--- config.mk ---
export PLATFORM = sky130hd
export DESIGN_NAME = grb_bank
export DESIGN_NICKNAME = d
export VERILOG_FILES = /design/src/inc/grb_pkg.sv /design/src/core/grb_bank.sv /design/src/core/grb_retry_ctl.sv
export SDC_FILE = /design/constraint.sdc
export NUM_CORES = 1
export LEC_CHECK = 0
export BUFFER_PORTS_ARGS = -buffer_cell sky130_fd_sc_hd__buf_2
export CAP_MARGIN = 0
export CORE_ASPECT_RATIO = 0.8
export CORE_UTILIZATION = 45
export DETAILED_ROUTE_END_ITERATION = 16
export PLACE_DENSITY_LB_ADDON = 0.1
export SETUP_SLACK_MARGIN = 0.1
export SLEW_MARGIN = 30
export SYNTH_ARGS = -nofsm -noshare
export SYNTH_HDL_FRONTEND = slang
export SYNTH_SLANG_ARGS = --single-unit
--- constraint.sdc ---
create_clock -name I_CLK -period 1.85 [get_ports I_CLK]
set_input_delay 0.185 -clock I_CLK [delete_from_list [all_inputs] [get_ports I_CLK]]
set_output_delay 0.185 -clock I_CLK [all_outputs]
set_load 0.01 [all_outputs]
--- src/inc/grb_pkg.sv ---
// package for gauge readback and moisture adc configuration bank
package grb_pkg;
    localparam int          ADDR_W           = 8;
    localparam int          DATA_W           = 8;
    // register offsets
    localparam logic [7:0]  OFF_SOC_HIGH     = 8'h66;
    localparam logic [7:0]  OFF_SOC_LOW      = 8'h67;
    localparam logic [7:0]  OFF_TTF_HIGH     = 8'h68;
    localparam logic [7:0]  OFF_TTF_LOW      = 8'h69;
    localparam logic [7:0]  OFF_FLAGS        = 8'h6A;
    localparam logic [7:0]  OFF_GND_RETRY    = 8'h70;
    localparam logic [7:0]  OFF_SHIFT        = 8'h71;
    localparam logic [7:0]  OFF_AVERAGE      = 8'h72;
    localparam logic [7:0]  OFF_NOISE        = 8'h73;
    localparam logic [7:0]  OFF_PULLUP       = 8'h74;
    localparam logic [7:0]  OFF_MEAS_CTRL    = 8'h7C;
    localparam logic [7:0]  OFF_IRQ_STATUS   = 8'h7D;
    localparam logic [7:0]  OFF_IRQ_MASK     = 8'h7E;
    // field positions
    localparam int          FLG_TTF          = 4;
    localparam int          FLG_SOC          = 3;
    localparam int          FLG_TTE          = 2;
    localparam int          FLG_VCELL        = 1;
    localparam int          FLG_AVGV         = 0;
    localparam int          FLG_SNIFF_EN     = 5;
    localparam int          FLG_PORT_RDY     = 7;
    localparam int          GND_LSB          = 3;
    localparam int          GND_MSB          = 6;
    localparam int          RTY_MSB          = 2;
    // reset values, adc full-scale code and 1uA pull-up code
    localparam logic        RST_SNIFF_EN     = 1'b1;
    localparam logic [3:0]  RST_GND_THR      = 4'h4;
    localparam logic [2:0]  RST_RETRY        = 3'h1;
    localparam logic [5:0]  RST_SHIFT        = 6'h09;
    localparam logic [2:0]  RST_AVERAGE      = 3'h0;
    localparam logic [5:0]  RST_NOISE        = 6'h00;
    localparam logic [1:0]  RST_PULLUP       = 2'h0;
    localparam logic [7:0]  ADC_FULL         = 8'hFF;
    localparam logic [1:0]  PULLUP_1UA       = 2'h0;
    // interrupt status bits
    localparam int          IRQ_DONE         = 0;
    localparam int          IRQ_ABORT        = 1;
    localparam int          IRQ_GAUGE        = 2;
    localparam int          IRQ_W            = 3;

    typedef enum logic [1:0] {
        RES_NONE,
        RES_OK,
        RES_ABORT
    } grb_result_t;

    typedef struct packed {
        logic [15:0] soc;
        logic [15:0] ttf;
        logic [4:0]  reliable;
        logic        port_ready;
        logic        update;
    } grb_gauge_t;

    typedef struct packed {
        logic [7:0]  max_val;
        logic [7:0]  avg_val;
    } grb_sample_t;

    typedef struct packed {
        logic [3:0]  ground_level_threshold;
        logic [5:0]  measurement_shift_factor;
        logic [2:0]  sample_average_select;
        logic [5:0]  noise_margin_setting;
        logic [1:0]  pullup_current_select;
    } grb_adc_cfg_t;
endpackage : grb_pkg

--- src/core/grb_bank.sv ---
// register bank: gauge readback and moisture adc configuration
//
// Behaviour
// (RULE_01) charge is high and low byte joined
// (RULE_02) time to full is bytes joined
// (RULE_03) readback bytes read-only, zero, gauge-fed
// (RULE_04) five reliability flags in bits 4:0
// (RULE_05) bit5 sniffer enable, bit7 port ready
// (RULE_06) retry count field, reset one
// (RULE_07) retry: saturated, 1uA, average below margin
// (RULE_08) retry: saturated at other currents
// (RULE_09) abort when retries are used up
// (RULE_10) six-bit shift factor, reset nine
// (RULE_11) software keeps shift factor at least nine
// (RULE_12) averaging count is two to field
// (RULE_13) averaging applies to all resistive readings
// (RULE_14) ground threshold bits 6:3, reset four
// (RULE_15) software leaves noise margin at default
// (RULE_16) pull-up current two-bit code
// (RULE_17) retry counter clears per request
`timescale 1ns/1ps
module grb_bank (
    input  wire logic                 I_CLK,         // 10 MHz clock
    input  wire logic                 I_RSTN,        // async reset, low
    input  wire logic [7:0]           I_ADDR,        // register address
    input  wire logic [7:0]           I_WDATA,       // write data
    input  wire logic                 I_WR,          // write strobe
    input  wire logic                 I_RD,          // read strobe
    output logic      [7:0]           O_RDATA,       // read data, next cycle
    input  wire grb_pkg::grb_gauge_t  I_GAUGE,       // fuel gauge outputs
    input  wire logic                 I_MEAS_START,  // measurement request
    input  wire logic                 I_SAMPLE_VLD,  // reading finished
    input  wire grb_pkg::grb_sample_t I_SAMPLE,      // reading max and avg
    output grb_pkg::grb_adc_cfg_t     O_ADC_CFG,     // adc configuration
    output logic      [7:0]           O_AVG_COUNT,   // samples per reading
    output logic                      O_SNIFF_EN,    // port sniffer enable
    output logic                      O_RETRY,       // pulse: measure again
    output logic                      O_MEAS_DONE,   // pulse: outcome ready
    output logic                      O_ABORT,       // last outcome abort
    output logic                      O_IRQ          // interrupt, high active
);
    import grb_pkg::*;

    logic [15:0]        soc_q;
    logic [15:0]        ttf_q;
    logic [4:0]         rel_q;
    logic               port_rdy_q;
    logic               sniff_q;
    logic [3:0]         gnd_q;
    logic [2:0]         rty_q;
    logic [5:0]         shift_q;
    logic [2:0]         avg_q;
    logic [5:0]         noise_q;
    logic [1:0]         pull_q;
    logic [IRQ_W-1:0]   stat_q;
    logic [IRQ_W-1:0]   stat_d;
    logic [IRQ_W-1:0]   mask_q;
    logic [IRQ_W-1:0]   events;
    logic [7:0]         rdata_q;
    logic [7:0]         rd_mux;
    logic               again;
    logic               done;
    grb_result_t        result;
    logic               wr_gnd;
    logic               wr_shift;
    logic               wr_avg;
    logic               wr_noise;
    logic               wr_pull;
    logic               wr_flags;
    logic               wr_mask;
    logic               rd_stat;
    logic               sat_w;

    // write decode
    assign wr_flags = I_WR && (I_ADDR == OFF_FLAGS);
    assign wr_gnd   = I_WR && (I_ADDR == OFF_GND_RETRY);
    assign wr_shift = I_WR && (I_ADDR == OFF_SHIFT);
    assign wr_avg   = I_WR && (I_ADDR == OFF_AVERAGE);
    assign wr_noise = I_WR && (I_ADDR == OFF_NOISE);
    assign wr_pull  = I_WR && (I_ADDR == OFF_PULLUP);
    assign wr_mask  = I_WR && (I_ADDR == OFF_IRQ_MASK);
    assign rd_stat  = I_RD && (I_ADDR == OFF_IRQ_STATUS);

    grb_retry_ctl u_retry (
        .I_CLK     (I_CLK),
        .I_RSTN    (I_RSTN),
        .i_start   (I_MEAS_START),
        .i_retries (rty_q),
        .i_pullup  (pull_q),
        .i_noise   (noise_q),
        .i_valid   (I_SAMPLE_VLD),
        .i_sample  (I_SAMPLE),
        .o_again   (again),
        .o_done    (done),
        .o_result  (result)
    );

    // (RULE_03) gauge bytes are loaded only from gauge
    always_ff @(posedge I_CLK or negedge I_RSTN) begin
        if (!I_RSTN) begin
            soc_q      <= 16'h0000;
            ttf_q      <= 16'h0000;
            rel_q      <= 5'h00;
            port_rdy_q <= 1'b0;
        end else if (I_GAUGE.update) begin
            // (RULE_01) whole 16-bit charge word
            soc_q      <= I_GAUGE.soc;
            // (RULE_02) whole 16-bit time word
            ttf_q      <= I_GAUGE.ttf;
            // (RULE_04) reliability from gauge
            rel_q      <= I_GAUGE.reliable;
            port_rdy_q <= I_GAUGE.port_ready;
        end
    end

    // configuration registers
    always_ff @(posedge I_CLK or negedge I_RSTN) begin
        if (!I_RSTN) begin
            sniff_q <= RST_SNIFF_EN;
            gnd_q   <= RST_GND_THR;
            rty_q   <= RST_RETRY;
            shift_q <= RST_SHIFT;
            avg_q   <= RST_AVERAGE;
            noise_q <= RST_NOISE;
            pull_q  <= RST_PULLUP;
            mask_q  <= '0;
        end else begin
            // (RULE_05) only the enable bit is writable
            if (wr_flags) begin
                sniff_q <= I_WDATA[FLG_SNIFF_EN];
            end
            // (RULE_14) threshold and retry fields
            if (wr_gnd) begin
                gnd_q <= I_WDATA[GND_MSB:GND_LSB];
                rty_q <= I_WDATA[RTY_MSB:0];
            end
            // (RULE_10) values below nine stored as written
            if (wr_shift) begin
                shift_q <= I_WDATA[5:0];
            end
            if (wr_avg) begin
                avg_q <= I_WDATA[2:0];
            end
            if (wr_noise) begin
                noise_q <= I_WDATA[5:0];
            end
            if (wr_pull) begin
                pull_q <= I_WDATA[1:0];
            end
            if (wr_mask) begin
                mask_q <= I_WDATA[IRQ_W-1:0];
            end
        end
    end

    // sticky status: a new event beats the clear-on-read
    assign events[IRQ_DONE]  = done;
    // (RULE_09) final reading still saturated: abort now, not last outcome
    assign sat_w = (I_SAMPLE.max_val == ADC_FULL)
                 && ((pull_q != PULLUP_1UA)
                 || (I_SAMPLE.avg_val < (ADC_FULL - {2'h0, noise_q})));
    assign events[IRQ_ABORT] = done && sat_w;
    assign events[IRQ_GAUGE] = I_GAUGE.update;
    assign stat_d = (rd_stat ? '0 : stat_q) | events;

    always_ff @(posedge I_CLK or negedge I_RSTN) begin
        if (!I_RSTN) begin
            stat_q <= '0;
        end else begin
            stat_q <= stat_d;
        end
    end

    // read mux, unmapped addresses read zero
    always_comb begin
        rd_mux = 8'h00;
        unique case (I_ADDR)
            OFF_SOC_HIGH:   rd_mux = soc_q[15:8];
            OFF_SOC_LOW:    rd_mux = soc_q[7:0];
            OFF_TTF_HIGH:   rd_mux = ttf_q[15:8];
            OFF_TTF_LOW:    rd_mux = ttf_q[7:0];
            OFF_FLAGS:      rd_mux = {port_rdy_q, 1'b0, sniff_q, rel_q};
            OFF_GND_RETRY:  rd_mux = {1'b0, gnd_q, rty_q};
            OFF_SHIFT:      rd_mux = {2'h0, shift_q};
            OFF_AVERAGE:    rd_mux = {5'h00, avg_q};
            OFF_NOISE:      rd_mux = {2'h0, noise_q};
            OFF_PULLUP:     rd_mux = {6'h00, pull_q};
            OFF_MEAS_CTRL:  rd_mux = {6'h00, result};
            OFF_IRQ_STATUS: rd_mux = {5'h00, stat_q};
            OFF_IRQ_MASK:   rd_mux = {5'h00, mask_q};
            default:        rd_mux = 8'h00;
        endcase
    end

    always_ff @(posedge I_CLK or negedge I_RSTN) begin
        if (!I_RSTN) begin
            rdata_q <= 8'h00;
        end else if (I_RD) begin
            rdata_q <= rd_mux;
        end
    end

    assign O_RDATA = rdata_q;
    assign O_ADC_CFG.ground_level_threshold   = gnd_q;
    assign O_ADC_CFG.measurement_shift_factor = shift_q;
    assign O_ADC_CFG.sample_average_select    = avg_q;
    assign O_ADC_CFG.noise_margin_setting     = noise_q;
    assign O_ADC_CFG.pullup_current_select    = pull_q;
    // (RULE_12) two to the field, 1 to 128
    // (RULE_13) one count for every resistive reading
    assign O_AVG_COUNT = 8'h01 << avg_q;
    assign O_SNIFF_EN  = sniff_q;
    assign O_RETRY     = again;
    assign O_MEAS_DONE = done;
    assign O_ABORT     = (result == RES_ABORT);
    assign O_IRQ       = |(stat_q & mask_q);
endmodule : grb_bank

--- src/core/grb_retry_ctl.sv ---
// retry sequencer for one resistive measurement
`timescale 1ns/1ps
module grb_retry_ctl (
    input  wire logic                I_CLK,      // system clock
    input  wire logic                I_RSTN,     // async reset, low
    input  wire logic                i_start,    // new measurement request
    input  wire logic [2:0]          i_retries,  // configured retry count
    input  wire logic [1:0]          i_pullup,   // pull-up current code
    input  wire logic [5:0]          i_noise,    // noise clamp margin
    input  wire logic                i_valid,    // one reading finished
    input  wire grb_pkg::grb_sample_t i_sample,  // reading max and avg
    output logic                     o_again,    // pulse: take reading again
    output logic                     o_done,     // pulse: outcome ready
    output grb_pkg::grb_result_t     o_result    // registered outcome
);
    import grb_pkg::*;

    logic [2:0]  used_q;
    logic [2:0]  used_d;
    logic        cond1;
    logic        cond2;
    logic        need_retry;
    logic        room;
    logic [7:0]  limit;
    grb_result_t result_q;

    assign limit = ADC_FULL - {2'h0, i_noise};
    // (RULE_07) saturated at lowest current
    assign cond1 = (i_sample.max_val == ADC_FULL)
                 && (i_pullup == PULLUP_1UA)
                 && (i_sample.avg_val < limit);
    // (RULE_08) saturated at higher current
    assign cond2 = (i_sample.max_val == ADC_FULL)
                 && (i_pullup != PULLUP_1UA);
    // (RULE_16) code zero is one microamp
    assign need_retry = cond1 || cond2;
    // (RULE_06) zero count means no retry
    assign room    = used_q < i_retries;
    assign o_again = i_valid && need_retry && room;
    assign o_done  = i_valid && !(need_retry && room);
    // (RULE_17) counter restarts per request
    assign used_d  = i_start ? 3'h0
                   : (o_again ? used_q + 3'h1 : used_q);
    assign o_result = result_q;

    always_ff @(posedge I_CLK or negedge I_RSTN) begin
        if (!I_RSTN) begin
            used_q   <= 3'h0;
            result_q <= RES_NONE;
        end else begin
            used_q <= used_d;
            // (RULE_09) exhausted retries give abort
            if (o_done) begin
                result_q <= need_retry ? RES_ABORT : RES_OK;
            end
        end
    end
endmodule : grb_retry_ctl

; After elaboration in Yosys (flattened, before gate mapping)
; Cells that the tools add are included.
[totals]
word_cells = 67
regBits = 82
output_inout_bits = 42
[classes]
magnitude_cmp = 2
muxes = 5
bitwise = 2
n_reduce_logical = 24
eq_ne = 15
shifts = 1
addsub = 2
[ops]
columns = operator, n
row1 = equality test 8 x 7 -> 1 bit (second input constant), 13
row2 = one-hot mux 8 bit (13 select lines), 1
row3 = logical AND 1 bit, 17
row4 = 2-to-1 mux 3 bit, 3
row5 = equality test 8 bit (second input constant), 1
row6 = < comparator 8 bit, 1
row7 = left shift 1 x 3 -> 8 bit (first input constant), 1
row8 = subtractor 1 x 7 -> 8 bit (first input constant), 1
row9 = nonzero test 2 bit, 2
row10 = adder 3 x 1 -> 3 bit (second input constant), 1
row11 = bitwise AND 3 bit, 1
row12 = < comparator 3 bit, 1
row13 = OR 3 bit, 1
row14 = OR reduction 3 bit, 1
row15 = equality test 2 bit (second input constant), 1
row16 = zero test 2 bit, 1
row17 = logical OR 1 bit, 2
row18 = 2-to-1 mux 2 bit, 1
row19 = zero test 1 bit, 1

; Longest topological paths before layout
; Gate-level depths: netlist of the first run.
[logic_depth]
depth_word = 9
depth_mapped = 7
mapped_depth_nobuf = 6

; By module
; A second synthesis of the first run with hierarchy kept.
[unflattened]
hier_cells = 377
hier_area_um2 = 4403.0
[by_module_without_submodules]
columns = mod, area_each_um2, seq_area_each_um2, instances, cells_each
row1 = grb_bank, 3906.2, 1933.1, 1, 327
row2 = grb_retry_ctl, 496.7, 125.1, 1, 50

; Worst setup path before layout of the first run
; No wires, ideal clock.
[synth_path]
kind = register to register
from = register noise_q[5]
to = register u_retry.used_q[0]
slack_ns = -0.064
required_time_ns = 1.773
setup_ns = 0.077
synth_period_minus_slack_ns = 1.914
arrival_time_ns = 1.837
path_stages_with_launch = 7
n_path_buf = 0
cell_sequence = dfrtp_1 > ha_1 > a21o_1 > a211oi_4 > nand2_2 > or4_1 > a21oi_1
[synth_via]
elab_chain_cells = 7
[synth_lines]
columns = item, line
row1 = start: declaration, grb_bank.sv:53  ; logic [5:0] noise_q;
row2 = start signal: assignment, grb_bank.sv:145  ; noise_q <= I_WDATA[5:0];
row3 = subtractor 1 x 7 -> 8 bit, grb_retry_ctl.sv:27  ; assign limit = ADC_FULL - {2'h0, i_noise};
row4 = < comparator 8 bit, grb_retry_ctl.sv:31  ; && (i_sample.avg_val < limit);
row5 = logical AND 1 bit, grb_retry_ctl.sv:31
row6 = logical OR 1 bit, grb_retry_ctl.sv:36  ; assign need_retry = cond1 || cond2;
row7 = logical AND 1 bit (2 in a row), grb_retry_ctl.sv:39  ; assign o_again = i_valid && need_retry && room;
row8 = nonzero test 2 bit (no line), n/a
row9 = end signal: assignment, grb_retry_ctl.sv:51  ; used_q <= used_d;
row10 = end: declaration, grb_retry_ctl.sv:18  ; logic [2:0] used_q;
; Every way passes these cells.
; A chain may end at the register's enable or synchronous reset.

; Worst setup path in the final report of the first run
[layout_path]
from = register noise_q[1]
to = output port O_MEAS_DONE
[layout_via]
elab_chain_cells = 7
[layout_lines]
columns = item, line
row1 = subtractor 1 x 7 -> 8 bit, grb_retry_ctl.sv:27
row2 = < comparator 8 bit, grb_retry_ctl.sv:31
row3 = logical AND 1 bit, grb_retry_ctl.sv:31
row4 = logical OR 1 bit, grb_retry_ctl.sv:36
row5 = logical AND 1 bit, grb_retry_ctl.sv:40  ; assign o_done = i_valid && !(need_retry && room);
row6 = zero test 1 bit, grb_retry_ctl.sv:40
row7 = logical AND 1 bit, grb_retry_ctl.sv:40
row8 = end: declaration, grb_bank.sv:38  ; output logic O_MEAS_DONE,
; Every way passes these cells.

==> flow_summary.json, run 1 <==
{
  "die-width_um": 111,
  "synthesis.yosys.warnings": 0,
  "sequential_element_share_of_the_synthesized_area_pct": 48.3,
  "fp.dieArea_mm2": 0.00987,
  "antenna_violating_nets_post_route": 0,
  "run_status": "finished with violations",
  "post_synthesis_async_set_or_reset_flop_share_pct": 100,
  "layout_worst_path_cycle_share_pct": 118,
  "setup.worst_path.start": "noise_q[1]",
  "top_family_by_delay_on_critical_path": "compound AO/OA/AOI/OAI gates",
  "initial_core_util_pct": 46.8,
  "setup_viol_count_final": 3,
  "critPathBufInv": 1,
  "top_level_ports": 119,
  "grt-ovfl-total": 0,
  "fmax_mhz": 459,
  "drc": 0,
  "crit_path_top_delay_cell": "sky130_fd_sc_hd__dfrtp_1",
  "cp_data_required_time_ps": 1660,
  "r2r-end": "u_retry.used_q[0]",
  "maxSlewHeadroom_pct": 73.6,
  "wire_length_of_the_first_global_routing_pass_um": 18900,
  "worst_hold_slack_ps": 59.3,
  "final_estimated_routing_congestion_in_global_placement": 0.845,
  "critical_path_peak_fanout": 2,
  "grt_setup_unrepaired": "yes",
  "drt_pass1_iterations": 4,
  "synth.ff_latch_count": 82,
  "floorplan.core_area_mm2": 0.00911,
  "report.final.hold_viol_count": 0,
  "clk_pin_slew_worst_paths_ps": 70,
  "grt_start_max_net_pins": 40,
  "synth_xor_xnor_area_share_pct": 0,
  "finish.net_count": 601,
  "clock_insertion_delay_worst_skew_ps": 340,
  "worst_setup_path_endpoint": "O_MEAS_DONE",
  "placement.io_buffers": 117,
  "route.detailed.wl_per_inst_um": 19.0,
  "rr_startpoint": "noise_q[5]",
  "synth_area_in_adders_pct": 2.35,
  "period_minus_slack_ps": 2180,
  "post_route_cells_drive_above_1_share_pct": 53.0,
  "ctsHtreeMaxLevel": 3,
  "cell_by_cell_listing_of_the_critical_path": "ha_1 -> o21a_1 -> o21ai_2 -> a211o_1 -> nand3b_1 -> and2_1 -> buf_2",
  "portion_of_netlist_area_occupied_by_mux_cells_pct": 20.5,
  "synth_nets": 452,
  "combinational_family_with_the_most_area_after_synthesis": "multiplexers",
  "clock-sinks": 82,
  "setup_ws_ps": -326,
  "vias_in_the_first_global_route": 3611,
  "tritoncts": "built",
  "power-per-cell-area_mw_per_mm2": 811,
  "synth_edf_count": 0,
  "finalClockSkew_ps": 6.55,
  "synth_simple_gate_area_share_pct": 13.3,
  "whs_path_depth": 2,
  "worstRegToRegCells": 6,
  "synthesis.area_per_instance_um2": 11.6,
  "netlist_area_mm2": 0.00427,
  "cap_violations": 0,
  "worst_setup_path_end_kind": "primary output",
  "synthDistinctLibCells": 59,
  "detailedRoute.firstIterationViolations": 206,
  "kind_of_critical_path": "reg -> out",
  "pre_cts_ws_ps": -37.5,
  "antennaDiodeCount": 0,
  "routed_via_density": 5.69,
  "detail_route.wirelength_um": 12100,
  "syn-instance-count": 367,
  "crit_arrival_ps": 1990,
  "vdd_drop_max_v": 0.000417,
  "min_path_type": "in -> reg",
  "failed_checks": "negative setup slack",
  "reg2reg_setup_slack_ps": -180,
  "post-route-util_pct": 62.5,
  "yosys_most_used_dff": "sky130_fd_sc_hd__dfrtp_1",
  "vias": 3620,
  "area_growth_pct": 33.6,
  "global_route.usage.total_pct": 25.1,
  "synth_compound_gate_area_share_pct": 12.8,
  "worst_max_slew_pin_slew_ps": 395,
  "power_leakage_nw": 2.69,
  "cts.root.buffer_cell": "sky130_fd_sc_hd__clkbuf_16",
  "worstSetupStartpointType": "flop",
  "placementRows": 31,
  "cts_inserted_buffers": 9,
  "place_hpwl_um": 8820,
  "slowest_delay_ps": 410,
  "grt_antenna_before_repair": 0,
  "cts.path.max_buffers": 2,
  "critical_path_cell_count": 7,
  "final_max_slew_viol_count": 0,
  "chipHeight_um": 89.1
}
==> final cells by class <==
class,instances,area [um2]
fill,760,3420
multi-input combinational,256,2180
sequential,82,2060
timing repair buffer,158,951
clock buffer,9,225
tap,115,144
clock inverter,7,106
inverter,9,33.8
==> metrics by stage <==
step	instance area [um2]	power (mW)	setup TNS [ps]	std cells
floorplan	4270	2.31	-29.1	367
global placement	5160	2.60	0	608
detailed placement	5160	2.61	-37.5	608
CTS	5630	4.62	-620	633
global route	5700	4.80	-1000	636
finish	5700	4.62	-729	636
==> kinds of logic after synthesis <==
kind of cell	after synthesis
compound gates	72
fa+ha+maj	8
buf+inv	29
flops	82
mux	78
simple gates	98
==> per-layer routing <==
layer	track usage, %	routed length, um
met2	40.8	5580
met3	6.31	685
met1	33.5	5650
met4	8.00	200
met5	0	0
==> layout by cell type, fill, tap and decap left out, types with 5 or more instances in the layout <==
cell type / instances
sky130_fd_sc_hd__buf_2: 116
sky130_fd_sc_hd__nor2_1: 12
sky130_fd_sc_hd__nand3_1: 15
sky130_fd_sc_hd__and3b_1: 5
sky130_fd_sc_hd__clkbuf_16: 9
sky130_fd_sc_hd__buf_4: 34
sky130_fd_sc_hd__nand2_1: 21
sky130_fd_sc_hd__nor2b_1: 8
sky130_fd_sc_hd__nand4_1: 6
sky130_fd_sc_hd__mux2_2: 73
sky130_fd_sc_hd__a21oi_1: 8
sky130_fd_sc_hd__o21ai_0: 6
sky130_fd_sc_hd__inv_1: 8
sky130_fd_sc_hd__dfstp_2: 5
sky130_fd_sc_hd__a22oi_1: 7
sky130_fd_sc_hd__a22o_1: 5
sky130_fd_sc_hd__dfrtp_1: 76
sky130_fd_sc_hd__ha_1: 7
sky130_fd_sc_hd__a21o_1: 5
==> power breakdown <==
group          total [mW]  leakage [nW]  switching [mW]  internal (mW)
Clock                2.00         0.163           0.790           1.21
Sequential           2.01          1.02          0.0895           1.92
Combinational       0.613          1.51           0.297          0.316
==> sequential cells by signal (all words and copies together), names as in the netlist, 3 cells and up <==
register	flops
O_RDATA	8
avg_q	3
gnd_q	4
mask_q	3
noise_q	6
rel_q	5
rty_q	3
shift_q	6
soc_q	16
stat_q	3
ttf_q	16
u_retry.used_q	3
==> how the worst min path moves through the flow <==
stage,from,endpoint,slack (ps)
after floorplan,I_RSTN,O_RDATA[0],-110
after global placement,I_RSTN,avg_q[0],120
after detailed placement,I_RSTN,avg_q[2],120
after CTS,I_MEAS_START,u_retry.used_q[0],40
after global routing,I_MEAS_START,u_retry.used_q[0],60
final,I_MEAS_START,u_retry.used_q[0],60
==> synthesized netlist by cell type, drive strengths merged, types with 6 or more instances <==
library cell / n / area [um2]
dfrtp: 77 / 1930
mux2: 74 / 833
nand2: 23 / 88.8
nand3: 16 / 92.6
nor2: 12 / 45.0
clkbuf: 11 / 42.5
a21oi: 10 / 50.1
buf: 9 / 47.6
a22oi: 8 / 60.1
ha: 8 / 100
inv: 8 / 30.0
nor2b: 8 / 50.1
o21ai: 7 / 35.0
nand4: 6 / 37.5
nor3: 6 / 35.0
==> timing repair <==
item                                    CTS  global route
hold buffers                              1             0
setup buffers                             9             8
gates resized for setup                  13            12
hold endpoints to repair                 21             0
endpoints found under the setup margin    5             7
pin swaps                                 9            14
Power figures use the tool's default switching activity.
==> inputs of run 2 (changes only) <==
clock period = 2.7 ns   (was 1.85 ns; I/O delays follow)
==> flow_summary.json, run 2 (same netlist as run 1, synthesis figures left out) <==
{
  "run_status": "complete, no violations",
  "final_max_slew_viol_count": 0,
  "grt_antenna_before_repair": 0,
  "clock-sinks": 82,
  "tritoncts": "built",
  "grt-ovfl-total": 0,
  "antennaDiodeCount": 0,
  "grt_setup_unrepaired": "no",
  "fill_cells": 804,
  "maxSlewHeadroom_pct": 40.9,
  "cell_by_cell_listing_of_the_critical_path": "ha_1 -> a21o_1 -> a211oi_4 -> nand3b_1 -> and2_1 -> buf_2",
  "r2r-end": "u_retry.used_q[0]",
  "placement.io_buffers": 117,
  "power-per-cell-area_mw_per_mm2": 563,
  "report.final.hold_viol_count": 0,
  "crit_path_top_delay_cell": "sky130_fd_sc_hd__dfrtp_1",
  "area_growth_pct": 23.7,
  "min_path_type": "in -> reg",
  "post_cts.resized_instances": 0,
  "kind_of_critical_path": "reg -> out",
  "post-cts-setup-buffers": 0,
  "placementRows": 31,
  "setup_viol_count_final": 0,
  "slowest_delay_ps": 440,
  "cap_violations": 0,
  "cp_data_required_time_ps": 2430,
  "global_route.usage.total_pct": 23.6,
  "worstRegToRegCells": 6,
  "detailedRoute.firstIterationViolations": 190,
  "top_family_by_delay_on_critical_path": "compound AO/OA/AOI/OAI gates",
  "finish.net_count": 567,
  "grt_start_max_net_pins": 43,
  "worst_setup_path_end_kind": "primary output",
  "clock_insertion_delay_worst_skew_ps": 330,
  "vdd_drop_max_v": 0.000350,
  "setup.worst_path.start": "noise_q[5]",
  "chipHeight_um": 89.1,
  "post_route_cells_drive_above_1_share_pct": 47.0,
  "ctsHtreeMaxLevel": 3,
  "worstSetupStartpointType": "flop",
  "critPathBufInv": 1,
  "fmax_mhz": 421,
  "clk_pin_slew_worst_paths_ps": 70,
  "critical_path_peak_fanout": 6,
  "worst_setup_path_endpoint": "O_MEAS_DONE",
  "critical_path_cell_count": 6,
  "cts.root.buffer_cell": "sky130_fd_sc_hd__clkbuf_16",
  "drc": 0,
  "layout_worst_path_cycle_share_pct": 88.1,
  "period_minus_slack_ps": 2380,
  "detail_route.wirelength_um": 11100,
  "die-width_um": 111,
  "top_level_ports": 119,
  "initial_core_util_pct": 46.8,
  "vias": 3408,
  "final_estimated_routing_congestion_in_global_placement": 0.884,
  "crit_arrival_ps": 2110,
  "routed_via_density": 5.66,
  "fin_tns_setup_ps": 0,
  "vias_in_the_first_global_route": 3268,
  "worst_max_slew_pin_slew_ps": 886,
  "fp.dieArea_mm2": 0.00987,
  "floorplan.core_area_mm2": 0.00911,
  "route.detailed.wl_per_inst_um": 18.5,
  "rr_startpoint": "noise_q[5]",
  "pre_cts_ws_ps": 656,
  "mostFrequentLayoutCells": "sky130_fd_sc_hd__buf_2 (116), sky130_fd_sc_hd__dfrtp_1 (77), sky130_fd_sc_hd__mux2_2 (74)",
  "cts_inserted_buffers": 9,
  "antenna_violating_nets_post_route": 0,
  "finalClockSkew_ps": 7.54,
  "power_leakage_nw": 2.49,
  "drt_pass1_iterations": 4,
  "cts.path.max_buffers": 2,
  "place_hpwl_um": 8380,
  "setup_ws_ps": 322,
  "reg2reg_setup_slack_ps": 600,
  "mostFrequentLayoutCell": "sky130_fd_sc_hd__buf_2",
  "wire_length_of_the_first_global_routing_pass_um": 17700
}
[run 2: report_power, final]
| part | switching (mW) | leakage [nW] | internal (mW) |
|---|---|---|---|
| clock network | 0.505 | 0.151 | 0.724 |
| logic | 0.182 | 1.32 | 0.180 |
| registers | 0.0622 | 1.02 | 1.32 |
[run 2: stage by stage]
| stage | hold slack [ps] | cell area, um2 | instances | utilization (%) | total power, mW |
|---|---|---|---|---|---|
| after CTS | 114 | 5280 | 602 | 57.9 | 2.99 |
| final | 136 | 5280 | 602 | 57.9 | 2.97 |
| after global routing | 138 | 5280 | 602 | 57.9 | 3.09 |
| after detailed placement | 289 | 4960 | 585 | 54.5 | 1.76 |
| after floorplan | -25.6 | 4270 | 367 | - | 1.58 |
| after global placement | 289 | 4960 | 585 | 54.5 | 1.75 |
[run 2: worst reg2reg max path, stage by stage, from the launching register on]
cell	delay (ps)
sky130_fd_sc_hd__dfrtp_1	440
sky130_fd_sc_hd__ha_1	320
sky130_fd_sc_hd__a21o_1	190
sky130_fd_sc_hd__a211oi_4	390
sky130_fd_sc_hd__nand2_2	130
sky130_fd_sc_hd__or4_1	410
sky130_fd_sc_hd__a21oi_1	160
[run 2: repair_timing]
| item | in CTS | in global routing |
|---|---|---|
| endpoints found under the hold margin | 35 | 0 |
| hold buffers | 1 | 0 |
| endpoints found under the setup margin | 0 | 0 |
[run 2: worst min-delay path by stage]
stage / startpoint / end / slack, ps / depth (start not counted)
5_1_grt: I_MEAS_START / u_retry.used_q[0] / 140 / 2
3_5_place_dp: I_RSTN / stat_q[0] / 290 / 1
4_1_cts: I_MEAS_START / u_retry.used_q[0] / 110 / 2
2_1_floorplan: I_RSTN / O_RDATA[0] / -30 / 0
6_report: I_MEAS_START / u_retry.used_q[0] / 140 / 2
3_3_place_gp: I_RSTN / u_retry.o_result[0] / 290 / 1
[run 2: metal layers]
layer	vias up	global-route usage [%]	share of wire [%]
met4	0	6.55	1.1
met2	113	36.0	44
met5	-	0	0
met1	1668	34.3	49
li1	1614	-	-
met3	13	5.08	6.0
[run 2: cell type report]
class | count | area, um2 | area share, %
Clock buffer | 9 | 225 | 4.27
Clock inverter | 7 | 75.1 | 1.42
Inverter | 9 | 33.8 | 0.640
Multi-Input combinational cell | 256 | 2080 | 39.5
Sequential cell | 82 | 2060 | 39.0
Tap cell | 115 | 144 | 2.73
Timing Repair Buffer | 124 | 656 | 12.4
